**config.mk**
```make
export PLATFORM = sky130hd
export DESIGN_NAME = can_accept_filter
export DESIGN_NICKNAME = d
export VERILOG_FILES = /design/src/common/can_filt_pkg.sv /design/src/common/filt_cmp_if.sv /design/src/hdl/filt_match.sv /design/src/hdl/can_accept_filter.sv
export SDC_FILE = /design/constraint.sdc
export NUM_CORES = 2
export LEC_CHECK = 0
export BUFFER_PORTS_ARGS = -buffer_cell sky130_fd_sc_hd__buf_2
export CORE_MARGIN = 2
export CORE_UTILIZATION = 43
export CTS_CLUSTER_SIZE = 8
export DETAILED_ROUTE_END_ITERATION = 10
export GPL_ROUTABILITY_DRIVEN = 0
export SLEW_MARGIN = 20
export SYNTH_ARGS = -nofsm -noshare
export SYNTH_HDL_FRONTEND = slang
export SYNTH_HIERARCHICAL = 1
export SYNTH_SLANG_ARGS = --single-unit
```
**constraint.sdc**
```tcl
create_clock -name clk_sys -period 6.09 [get_ports clk_sys]
set_clock_uncertainty 0.05 [all_clocks]
set_input_delay 0.609 -clock clk_sys [delete_from_list [all_inputs] [get_ports clk_sys]]
set_output_delay 0.609 -clock clk_sys [all_outputs]
set_load 0.02 [all_outputs]
```
**src/common/can_filt_pkg.sv**
```systemverilog
// constants for the receive acceptance filter: register map, reset values, codes
// assumes an 8-bit register port and a receive engine on the same clock
package can_filt_pkg;
  localparam int NUM_FILT    = 16;
  localparam int NUM_MASK    = 2;
  localparam int LEGACY_FILT = 6;
  localparam int ID_BITS     = 29;
  localparam int DATA_BITS   = 18;
  localparam int BYTE_BITS   = 8;
  localparam int TYPE_BIT    = 3;

  // operating modes
  localparam logic [1:0] MODE_LEGACY = 2'h0;

  // register map, filter n at FILT_BASE + 4*n, mask n at MASK_BASE + 4*n
  localparam logic [7:0] FILT_BASE = 8'h00;
  localparam logic [7:0] MASK_BASE = 8'h40;
  localparam logic [7:0] EN_LO_ADR = 8'h48;
  localparam logic [7:0] EN_HI_ADR = 8'h49;
  localparam logic [7:0] LEN_ADR   = 8'h4A;
  localparam logic [7:0] BP_BASE   = 8'h50;
  localparam logic [7:0] MSEL_BASE = 8'h58;
  localparam logic [7:0] STAT_ADR  = 8'h5C;
  localparam logic [7:0] STAT_BUF  = 8'h5D;

  // byte within a filter or mask
  localparam logic [1:0] BYTE_ID_HI  = 2'h0;
  localparam logic [1:0] BYTE_ID_LO  = 2'h1;
  localparam logic [1:0] BYTE_EXT_HI = 2'h2;
  localparam logic [1:0] BYTE_EXT_LO = 2'h3;

  localparam logic [7:0] LOW_WMASK  = 8'hEB;
  localparam logic [7:0] TYPE_CLEAR = 8'hF7;

  // reset values
  localparam logic [15:0] EN_RST   = 16'h103F;
  localparam logic [63:0] BP_RST   = 64'h0000_0000_0011_1100;
  localparam logic [31:0] MSEL_RST = 32'h0000_0550;

  // mask selection codes
  localparam logic [1:0] MSEL_MASK0 = 2'h0;
  localparam logic [1:0] MSEL_MASK1 = 2'h1;
  localparam logic [1:0] MSEL_F15   = 2'h2;
  localparam logic [1:0] MSEL_NONE  = 2'h3;

  // buffer pointer codes
  localparam logic [3:0] BUF_RX0     = 4'h0;
  localparam logic [3:0] BUF_RX1     = 4'h1;
  localparam logic [3:0] BUF_RSV_MIN = 4'h8;

  // data length codes and length count limit
  localparam logic [3:0] DLC_0   = 4'h0;
  localparam logic [3:0] DLC_1   = 4'h1;
  localparam logic [3:0] DLC_2   = 4'h2;
  localparam logic [4:0] FLC_MAX = 5'h12;
endpackage

```
**src/common/filt_cmp_if.sv**
```systemverilog
// one filter's compare inputs and its hit result
// assumes the control side drives everything but hit
`timescale 1ns/1ps
`default_nettype none
interface filt_cmp_if;
  logic [28:0] filt_word;
  logic        filt_ext;
  logic [28:0] mask_word;
  logic        type_enf;
  logic [17:0] data_sel;
  logic [28:0] msg_id;
  logic        msg_ext;
  logic [17:0] msg_data;
  logic        hit;
  modport ctrl (output filt_word, filt_ext, mask_word, type_enf, data_sel,
                output msg_id, msg_ext, msg_data, input hit);
  modport cmp  (input filt_word, filt_ext, mask_word, type_enf, data_sel,
                input msg_id, msg_ext, msg_data, output hit);
endinterface
`default_nettype wire

```
**src/hdl/filt_match.sv**
```systemverilog
// single acceptance filter compare, purely combinational
// assumes identifier words packed with the 11 standard bits at the top
`timescale 1ns/1ps
`default_nettype none
module filt_match (
  filt_cmp_if.cmp fc  // compare inputs and hit
);
  logic [28:0] care;
  logic [28:0] msg;
  logic        type_ok;

  // standard frames use the lower 18 filter bits against leading data bits
  always_comb begin
    if (fc.msg_ext) begin
      care = fc.mask_word;
      msg  = fc.msg_id;
    end else begin
      care = fc.mask_word & {11'h7FF, fc.data_sel};
      msg  = {fc.msg_id[28:18], fc.msg_data};
    end
  end

  // frame type must agree only where the type is enforced
  assign type_ok = !fc.type_enf || (fc.filt_ext == fc.msg_ext);
  // mask one means bit must equal, zero means don't care
  assign fc.hit  = type_ok && ((care & (fc.filt_word ^ msg)) == 29'h0000_0000);
endmodule
`default_nettype wire

```
**src/hdl/can_accept_filter.sv**
```systemverilog
// receive acceptance filters and masks with register port and match result
// assumes op_mode and cfg_mode come from controller logic on clk_sys
//
// The register offsets and the address-and-strobe port are this design's own decisions.
`timescale 1ns/1ps
`default_nettype none
module can_accept_filter (
  input  wire logic        clk_sys,       // controller clock
  input  wire logic        rst,           // synchronous reset, high
  input  wire logic [1:0]  op_mode,       // 0 legacy, 1 enhanced, 2 fifo
  input  wire logic        cfg_mode,      // controller in configuration mode
  input  wire logic [7:0]  reg_addr,      // register address
  input  wire logic [7:0]  reg_wdata,     // register write data
  input  wire logic        reg_wr,        // write strobe
  input  wire logic        reg_rd,        // read strobe
  output logic      [7:0]  reg_rdata,     // read data, cycle after strobe
  input  wire logic        frame_valid,   // decoded frame pulse
  input  wire logic        frame_ext,     // frame has extended identifier
  input  wire logic [28:0] frame_id,      // identifier, standard in [28:18]
  input  wire logic [3:0]  frame_dlc,     // data length code
  input  wire logic [17:0] frame_data,    // leading data bits
  output logic             accept_valid,  // result pulse
  output logic             accept_hit,    // frame accepted
  output logic      [3:0]  accept_filter, // winning filter
  output logic      [3:0]  accept_buffer  // buffer of winning filter
);
  localparam int NF = can_filt_pkg::NUM_FILT;
  localparam int NM = can_filt_pkg::NUM_MASK;
  localparam int DB = can_filt_pkg::DATA_BITS;
  localparam int TB = can_filt_pkg::TYPE_BIT;

  typedef struct packed {
    logic [NF-1:0][7:0] f_hi;
    logic [NF-1:0][7:0] f_lo;
    logic [NF-1:0][7:0] f_eh;
    logic [NF-1:0][7:0] f_el;
    logic [NM-1:0][7:0] m_hi;
    logic [NM-1:0][7:0] m_lo;
    logic [NM-1:0][7:0] m_eh;
    logic [NM-1:0][7:0] m_el;
    logic [NF-1:0]      en;
    logic [4:0]         flc;
    logic [NF-1:0][3:0] bp;
    logic [NF-1:0][1:0] msel;
    logic [7:0]         rdata;
    logic               res_valid;
    logic               res_hit;
    logic [3:0]         res_filt;
    logic [3:0]         res_buf;
  } state_t;

  localparam state_t ST_RST = '{en:   can_filt_pkg::EN_RST,
                                bp:   can_filt_pkg::BP_RST,
                                msel: can_filt_pkg::MSEL_RST,
                                default: '0};

  state_t s_q;
  state_t s_d;

  logic               m0;
  logic               filt_sel;
  logic               filt_ok;
  logic [3:0]         fidx;
  logic               mask_sel;
  logic               midx;
  logic               bp_sel;
  logic               ms_sel;
  logic [7:0]         rd_val;
  logic [4:0]         cnt;
  logic [17:0]        data_sel;
  logic [NF-1:0]      active;
  logic [NF-1:0]      hit_vec;
  logic [NF-1:0][3:0] buf_vec;
  logic [NM-1:0][28:0] mword;
  logic               win_hit;
  logic [3:0]         win_idx;

  // pack the four bytes into one identifier word, standard bits on top
  function automatic logic [28:0] pack_word(input logic [7:0] hi, input logic [7:0] lo,
                                            input logic [7:0] eh, input logic [7:0] el);
    pack_word = {hi, lo[7:5], lo[1:0], eh, el};
  endfunction

  // address decode
  assign m0       = (op_mode == can_filt_pkg::MODE_LEGACY);
  assign filt_sel = (reg_addr < can_filt_pkg::MASK_BASE);
  assign fidx     = reg_addr[5:2];
  assign filt_ok  = !m0 || (fidx < 4'(can_filt_pkg::LEGACY_FILT));
  assign mask_sel = (reg_addr[7:3] == can_filt_pkg::MASK_BASE[7:3]);
  assign midx     = reg_addr[2];
  assign bp_sel   = (reg_addr[7:3] == can_filt_pkg::BP_BASE[7:3]);
  assign ms_sel   = (reg_addr[7:2] == can_filt_pkg::MSEL_BASE[7:2]);

  // read mux; absent registers and unmapped addresses read zero
  always_comb begin
    rd_val = 8'h00;
    if (filt_sel) begin
      if (filt_ok) begin
        case (reg_addr[1:0])
          can_filt_pkg::BYTE_ID_HI:  rd_val = s_q.f_hi[fidx];
          can_filt_pkg::BYTE_ID_LO:  rd_val = s_q.f_lo[fidx];
          can_filt_pkg::BYTE_EXT_HI: rd_val = s_q.f_eh[fidx];
          default:                   rd_val = s_q.f_el[fidx];
        endcase
      end
    end else if (mask_sel) begin
      case (reg_addr[1:0])
        can_filt_pkg::BYTE_ID_HI:  rd_val = s_q.m_hi[midx];
        can_filt_pkg::BYTE_ID_LO: begin
          rd_val = s_q.m_lo[midx];
          if (m0) begin
            rd_val = rd_val & can_filt_pkg::TYPE_CLEAR;
          end
        end
        can_filt_pkg::BYTE_EXT_HI: rd_val = s_q.m_eh[midx];
        default:                   rd_val = s_q.m_el[midx];
      endcase
    end else if (!m0) begin
      // enhanced-only registers
      if (reg_addr == can_filt_pkg::EN_LO_ADR) begin
        rd_val = s_q.en[7:0];
      end else if (reg_addr == can_filt_pkg::EN_HI_ADR) begin
        rd_val = s_q.en[15:8];
      end else if (reg_addr == can_filt_pkg::LEN_ADR) begin
        rd_val = {3'h0, s_q.flc};
      end else if (bp_sel) begin
        rd_val = {s_q.bp[{reg_addr[2:0], 1'b1}], s_q.bp[{reg_addr[2:0], 1'b0}]};
      end else if (ms_sel) begin
        for (int k = 0; k < 4; k++) begin
          rd_val[2*k +: 2] = s_q.msel[{reg_addr[1:0], 2'(k)}];
        end
      end
    end
    // status shows the last result in every mode
    if (reg_addr == can_filt_pkg::STAT_ADR) begin
      rd_val = {s_q.res_hit, 3'h0, s_q.res_filt};
    end else if (reg_addr == can_filt_pkg::STAT_BUF) begin
      rd_val = {4'h0, s_q.res_buf};
    end
  end

  // data bits compared: legacy none, else limited by dlc and count
  always_comb begin
    cnt = 5'h00;
    if (!m0) begin
      case (frame_dlc)
        can_filt_pkg::DLC_0: cnt = 5'h00;
        can_filt_pkg::DLC_1: cnt = {2'h0, s_q.flc[2:0]};
        can_filt_pkg::DLC_2: cnt = {1'h0, s_q.flc[3:0]};
        default: begin
          // longer frames carry all 18 leading bits
          if (s_q.flc > can_filt_pkg::FLC_MAX) begin
            cnt = can_filt_pkg::FLC_MAX;
          end else begin
            cnt = s_q.flc;
          end
        end
      endcase
    end
  end

  // a data bit is compared when its position in the data stream is below cnt
  for (genvar p = 0; p < DB; p++) begin : g_dsel
    localparam int BASE = (p / can_filt_pkg::BYTE_BITS) * can_filt_pkg::BYTE_BITS;
    localparam int TOP  = (BASE + can_filt_pkg::BYTE_BITS - 1 > DB - 1) ?
                          DB - 1 : BASE + can_filt_pkg::BYTE_BITS - 1;
    localparam int LEAD = BASE + TOP - p;
    assign data_sel[p] = (5'(LEAD) < cnt);
  end

  // both masks as identifier words
  for (genvar m = 0; m < NM; m++) begin : g_mask
    assign mword[m] = pack_word(s_q.m_hi[m], s_q.m_lo[m], s_q.m_eh[m], s_q.m_el[m]);
  end

  // per filter: choose mask, type rule, buffer and participation
  for (genvar g = 0; g < NF; g++) begin : g_filt
    localparam logic [1:0] LEG_MSEL = (g < 2) ? can_filt_pkg::MSEL_MASK0
                                              : can_filt_pkg::MSEL_MASK1;
    localparam logic [3:0] LEG_BUF  = (g < 2) ? can_filt_pkg::BUF_RX0 : can_filt_pkg::BUF_RX1;
    filt_cmp_if fc ();
    logic [1:0] sel;

    assign sel = m0 ? LEG_MSEL : s_q.msel[g];
    assign fc.filt_word = pack_word(s_q.f_hi[g], s_q.f_lo[g], s_q.f_eh[g], s_q.f_el[g]);
    assign fc.filt_ext  = s_q.f_lo[g][TB];
    assign fc.data_sel  = data_sel;
    assign fc.msg_id    = frame_id;
    assign fc.msg_ext   = frame_ext;
    assign fc.msg_data  = frame_data;

    // mask word and type enforcement by selection
    always_comb begin
      case (sel)
        can_filt_pkg::MSEL_MASK0: begin
          fc.mask_word = mword[0];
          fc.type_enf  = m0 || s_q.m_lo[0][TB];
        end
        can_filt_pkg::MSEL_MASK1: begin
          fc.mask_word = mword[1];
          fc.type_enf  = m0 || s_q.m_lo[1][TB];
        end
        can_filt_pkg::MSEL_F15: begin
          fc.mask_word = pack_word(s_q.f_hi[NF-1], s_q.f_lo[NF-1],
                                   s_q.f_eh[NF-1], s_q.f_el[NF-1]);
          fc.type_enf  = s_q.f_lo[NF-1][TB];
        end
        default: begin
          // no mask: every bit and the type must agree
          fc.mask_word = 29'h1FFF_FFFF;
          fc.type_enf  = 1'b1;
        end
      endcase
    end

    // legacy: filters 0-5 always on; else enable bit and a valid pointer
    assign active[g]  = m0 ? (g < can_filt_pkg::LEGACY_FILT)
                           : (s_q.en[g] && (s_q.bp[g] < can_filt_pkg::BUF_RSV_MIN));
    assign buf_vec[g] = m0 ? LEG_BUF : s_q.bp[g];
    assign hit_vec[g] = fc.hit && active[g];

    filt_match u_match (
      .fc (fc.cmp)
    );
  end

  // lowest numbered hit wins
  always_comb begin
    win_hit = 1'b0;
    win_idx = 4'h0;
    for (int i = NF - 1; i >= 0; i--) begin
      if (hit_vec[i]) begin
        win_hit = 1'b1;
        win_idx = 4'(i);
      end
    end
  end

  // next state: result capture and register writes
  always_comb begin
    s_d           = s_q;
    s_d.rdata     = reg_rd ? rd_val : 8'h00;
    s_d.res_valid = frame_valid;
    if (frame_valid) begin
      s_d.res_hit  = win_hit;
      s_d.res_filt = win_idx;
      s_d.res_buf  = buf_vec[win_idx];
    end
    if (reg_wr) begin
      if (filt_sel && filt_ok) begin
        case (reg_addr[1:0])
          can_filt_pkg::BYTE_ID_HI:  s_d.f_hi[fidx] = reg_wdata;
          can_filt_pkg::BYTE_ID_LO:  s_d.f_lo[fidx] = reg_wdata & can_filt_pkg::LOW_WMASK;
          can_filt_pkg::BYTE_EXT_HI: s_d.f_eh[fidx] = reg_wdata;
          default:                   s_d.f_el[fidx] = reg_wdata;
        endcase
      end else if (mask_sel) begin
        case (reg_addr[1:0])
          can_filt_pkg::BYTE_ID_HI:  s_d.m_hi[midx] = reg_wdata;
          can_filt_pkg::BYTE_ID_LO: begin
            s_d.m_lo[midx] = reg_wdata & can_filt_pkg::LOW_WMASK;
            if (m0) begin
              // type mask bit does not exist in legacy mode
              s_d.m_lo[midx][TB] = s_q.m_lo[midx][TB];
            end
          end
          can_filt_pkg::BYTE_EXT_HI: s_d.m_eh[midx] = reg_wdata;
          default:                   s_d.m_el[midx] = reg_wdata;
        endcase
      end else if (!m0) begin
        if (reg_addr == can_filt_pkg::EN_LO_ADR) begin
          s_d.en[7:0] = reg_wdata;
        end else if (reg_addr == can_filt_pkg::EN_HI_ADR) begin
          s_d.en[15:8] = reg_wdata;
        end else if (cfg_mode) begin
          if (reg_addr == can_filt_pkg::LEN_ADR) begin
            s_d.flc = reg_wdata[4:0];
          end else if (bp_sel) begin
            s_d.bp[{reg_addr[2:0], 1'b0}] = reg_wdata[3:0];
            s_d.bp[{reg_addr[2:0], 1'b1}] = reg_wdata[7:4];
          end else if (ms_sel) begin
            for (int k = 0; k < 4; k++) begin
              s_d.msel[{reg_addr[1:0], 2'(k)}] = reg_wdata[2*k +: 2];
            end
          end
        end
      end
    end
  end

  // state register
  always_ff @(posedge clk_sys) begin
    if (rst) begin
      s_q <= ST_RST;
    end else begin
      s_q <= s_d;
    end
  end

  assign reg_rdata     = s_q.rdata;
  assign accept_valid  = s_q.res_valid;
  assign accept_hit    = s_q.res_hit;
  assign accept_filter = s_q.res_filt;
  assign accept_buffer = s_q.res_buf;

  // result follows each frame by exactly one cycle
  property p_latency;
    @(posedge clk_sys) disable iff (rst)
    frame_valid |=> accept_valid;
  endproperty
  a_latency: assert property (p_latency) else $error("no result after frame");

  property p_only_after_frame;
    @(posedge clk_sys) disable iff (rst)
    accept_valid |-> $past(frame_valid);
  endproperty
  a_only_after_frame: assert property (p_only_after_frame) else $error("stray result");

  property p_legacy_range;
    @(posedge clk_sys) disable iff (rst)
    frame_valid && m0 |=> !accept_hit || (accept_filter < 4'h6);
  endproperty
  a_legacy_range: assert property (p_legacy_range) else $error("high filter in legacy");

  property p_all_disabled;
    @(posedge clk_sys) disable iff (rst)
    frame_valid && !m0 && (s_q.en == 16'h0000) |=> !accept_hit;
  endproperty
  a_all_disabled: assert property (p_all_disabled) else $error("hit with no filter on");

  property p_len_legacy_read;
    @(posedge clk_sys) disable iff (rst)
    reg_rd && m0 && (reg_addr == can_filt_pkg::LEN_ADR) |=> reg_rdata == 8'h00;
  endproperty
  a_len_legacy_read: assert property (p_len_legacy_read) else $error("length not zero");

  property p_len_cfg_gate;
    @(posedge clk_sys) disable iff (rst)
    reg_wr && !cfg_mode && (reg_addr == can_filt_pkg::LEN_ADR) |=> $stable(s_q.flc);
  endproperty
  a_len_cfg_gate: assert property (p_len_cfg_gate) else $error("length written outside config");

  property p_mask_type_read;
    @(posedge clk_sys) disable iff (rst)
    reg_rd && m0 && mask_sel && (reg_addr[1:0] == can_filt_pkg::BYTE_ID_LO)
      |=> !reg_rdata[TB];
  endproperty
  a_mask_type_read: assert property (p_mask_type_read) else $error("mask type bit visible");

  property p_dlc0;
    @(posedge clk_sys) disable iff (rst)
    frame_dlc == can_filt_pkg::DLC_0 |-> data_sel == 18'h0_0000;
  endproperty
  a_dlc0: assert property (p_dlc0) else $error("data compared at dlc 0");

  property p_dlc1;
    @(posedge clk_sys) disable iff (rst)
    frame_dlc == can_filt_pkg::DLC_1 |-> data_sel[17:8] == 10'h000;
  endproperty
  a_dlc1: assert property (p_dlc1) else $error("over 8 data bits at dlc 1");
endmodule
`default_nettype wire

```
==> run_results.csv <==
group,metric,value,unit
power_and_ir_drop,swShare,29.6,%
sta,setup-violations-final,0,
sta,rsz0062_at_grt,"false",
logic_synthesis,synthCells,6966,
cts,cts_buffers,96,
floorplanning,die_h,358,um
cts,post_cts_buffers,0,
power_and_ir_drop,power_leakage,19.7,nW
cells_and_area,drive_above_1_share,10.7,%
cells_and_area,fillers,12219,
logic_synthesis,synth_top_area_share,25.1,%
drt,drc,0,
flow_run,cap_violations,0,
logic_synthesis,synth_area,53900,sq um
power_and_ir_drop,comb_power_share,13.1,%
power_and_ir_drop,worst_ir_drop_vdd,0.000204,V
sta,totalNegativeSetupSlack,0,ps
grt,grt_pass1_wl,362000,um
drt,firstDrtPassIters,7,
worst_setup_path,crit_chain,"maj3_1 -> o21ai_0 -> buf_4 -> and2_1 -> a311oi_2 -> buf_4 -> nand2b_1 -> o22ai_1 -> a22o_1 -> nor4_1 -> and3_1 -> and3b_1 -> o21a_1 -> o311ai_0 -> a21o_1 -> a21o_1 -> buf_12 -> mux2i_1 -> a22oi_1 -> a32oi_1 -> o21ai_0",
worst_setup_path,cp.buffers_inverters,3,
cts,postCtsResizedCells,0,
cts,cts_hold_buf,0,
grt,antenna_found_initial,12,
logic_synthesis,yosysWarnings,6,
floorplanning,dieWidth,358,um
sta,slew_violations,0,
cts,worstSkewPairLatency,750,ps
logic_synthesis,synth_nets,7042,
logic_synthesis,synth-main-ff-cell,"dfxtp_1",
logic_synthesis,synth_seq_cells,675,
logic_synthesis,synth_edf_count,0,
drt,wirelength,252000,um
placement,dp_hpwl,186000,um
logic_synthesis,yosysTopAreaCell,"dfxtp_1",
floorplanning,die_area,128000,sq um
power_and_ir_drop,clock_power_share,46.4,%
cts,cts_tree,"built",
logic_synthesis,ys_seq_area_share,25.1,%
power_and_ir_drop,p_int,7.73,mW
worst_setup_path,slowest_delay,660,ps
worst_setup_path,arrival,6110,ps
cts,max-clock-path-buffers,3,
grt,grt_pass1_vias,51588,
worst_setup_path,required,6650,ps
sta,hold_viol,0,
sta,period_share,91.2,%
drt,via_count,56499,
cts,cts_sinks,675,
sta,tightest_slew,1080,ps
cells_and_area,area_growth,8.35,%
logic_synthesis,avgSynthCellArea,7.74,sq um
drt,drt_iter0_markers,8915,
worst_setup_path,cp-end-kind,"flop",
min_path,hp-class,"in -> reg",
floorplanning,core-area,124000,sq um
logic_synthesis,yosys.cell_count.top_type,"a21oi_1",
worst_setup_path,crit_path_start_kind,"flop",
power_and_ir_drop,power_density,188,nW/um^2
logic_synthesis,yosys-top-cells-count,"957 x a21oi_1, 773 x nor2_1, 675 x dfxtp_1, 667 x mux2i_1, 656 x xor2_1",
cells_and_area,nets,6770,
drt,viasPerCell,6.76,
worst_setup_path,worstSetupPathType,"reg -> reg",
cts,ctsHtreeMaxLevel,3,
cts,ctsRootBufferMaster,"clkbuf_16",
placement,placed_area,55700,sq um
logic_synthesis,synth.area.top_cells,"dfxtp_1 25%, mux2i_1 12%, xor2_1 11%, a21oi_1 8.9%, mux4_2 7.7%",
cts,clk_pin_slew,50,ps
worst_setup_path,cp_max_fo,22,
floorplanning,ios,94,
floorplanning,start_util,43.4,%
sta,fmax,180,MHz
drt,ant_nets,0,
outcome,status,"finished, final reports clean",
sta,period_minus_slack,5550,ps
grt,grt_overflow_total,0,
power_and_ir_drop,power_frac_seq,40.5,%
cells_and_area,final_cell_area,58400,sq um
worst_setup_path,path_delay_family,"compound AO/OA/AOI/OAI gates",
logic_synthesis,synth_cell_type_count,62,
worst_setup_path,cpMaxStageDelayCell,"and3_1",
grt,grt_max_degree,205,
sta,relSlewSlack,28.0,%
placement,port_buffers,93,
grt,grt_usage,38.1,%
logic_synthesis,async_flop_share,0,%
floorplanning,rows,129,
drt,wl_per_cell,30.1,um
power_and_ir_drop,p_switching,3.24,mW
==> placed cells by master, fill, tap and decap left out, types with 15 or more instances in the layout <==
| master | n |
|---|---|
| o32a_1 | 16 |
| and3_1 | 20 |
| buf_2 | 80 |
| xor2_1 | 656 |
| nor3b_1 | 15 |
| a21oi_1 | 943 |
| o21ai_0 | 498 |
| nand4_1 | 180 |
| o22ai_1 | 125 |
| nor4_1 | 33 |
| nand2_1 | 621 |
| buf_4 | 237 |
| a222oi_1 | 17 |
| nor2b_1 | 78 |
| inv_1 | 40 |
| xnor2_1 | 96 |
| a211oi_1 | 22 |
| a32o_1 | 16 |
| clkbuf_16 | 97 |
| mux4_2 | 185 |
| clkinv_1 | 17 |
| a22oi_1 | 150 |
| nand3_1 | 133 |
| a32oi_1 | 37 |
| mux2i_1 | 667 |
| nor2_1 | 758 |
| dfxtp_1 | 659 |
| o2111ai_1 | 34 |
| nand2b_1 | 38 |
| dfxtp_2 | 16 |
| nor2_2 | 37 |
| a22o_1 | 20 |
| a211o_1 | 16 |
==> logic make-up after synthesis <==
group	count (synthesis)	synth area share, %
fa+ha+maj	1	0.0186
buf+inv	757	5.63
flops	675	25.1
simple gates	1964	16.1
xor+xnor	752	12.2
mux	859	20.3
compound gates	1958	20.7
==> final cells by class <==
type	instances	area, sq um	share of cell area (%)
Sequential cell	675	13500	23.2
Inverter	57	214	0.366
Tap cell	1637	2050	3.51
Timing Repair Buffer	330	2400	4.12
Clock inverter	8	168	0.287
Multi-Input combinational cell	5534	37500	64.2
Clock buffer	108	2500	4.28
Antenna cell	7	17.5	0.0300
==> flip-flops by register name, indices dropped and copies added, names as in the netlist <==
register,flops
g_filt.fc.filt_word,464
s_q,119
mword,58
g_filt.fc.filt_ext,16
reg_rdata,8
accept_buffer,4
accept_filter,4
accept_hit,1
accept_valid,1
==> through the flow <==
stage               total power [mW]  utilization, %  worst slack (ps)  hold WS [ps]  cells
finish                          11.0            47.1               538           181   8356
global placement                5.88            44.9               523           393   8233
floorplan                       5.34               -               714           393   6966
global route                    11.2            47.0               438           167   8350
CTS                             10.9            47.0               894           149   8349
detailed placement              5.89            44.9               448           398   8233
==> power by group through the flow <==
stage	Sequential, mW	Clock (mW)	Combinational (mW)
2_1_floorplan	4.53	0	0.812
3_3_place_gp	4.53	0	1.35
3_5_place_dp	4.53	0	1.36
4_1_cts	4.44	5.12	1.36
5_1_grt	4.44	5.29	1.48
6_report	4.44	5.09	1.44
==> worst register-to-register path: stages (launching register included) <==
cell	delay, ps
dfxtp_1	390
maj3_1	370
o21ai_0	240
buf_4	200
and2_1	190
a311oi_2	110
buf_4	240
nand2b_1	140
o22ai_1	70
a22o_1	280
nor4_1	610
and3_1	660
and3b_1	280
o21a_1	170
o311ai_0	150
a21o_1	270
a21o_1	240
buf_12	170
mux2i_1	200
a22oi_1	90
a32oi_1	240
o21ai_0	100
==> final timing paths <==
kind / from / to / slack [ps] / cells after the start
min: frame_valid / accept_hit$_SDFFE_PP0P_ / 180 / 2
max reg2reg: s_q[115]$_SDFFE_PP0P_ / accept_buffer[1]$_SDFFE_PP0P_ / 540 / 21
min reg2reg: mword[45]$_SDFFE_PP0P_ / mword[45]$_SDFFE_PP0P_ / 410 / 2
max: s_q[115]$_SDFFE_PP0P_ / accept_buffer[1]$_SDFFE_PP0P_ / 540 / 21
==> per-layer routing <==
| layer | share of wire (%) | vias to the layer above | routed length [um] | GRT usage (%) |
|---|---|---|---|---|
| met1 | 38 | 26942 | 94500 | 49.3 |
| met4 | 7.9 | 10 | 19900 | 25.0 |
| li1 | - | 24278 | - | - |
| met5 | 0.030 | - | 76 | 0 |
| met3 | 14 | 934 | 34900 | 11.5 |
| met2 | 41 | 4335 | 103000 | 54.5 |
No activity file was read; power rests on OpenSTA's default activity.
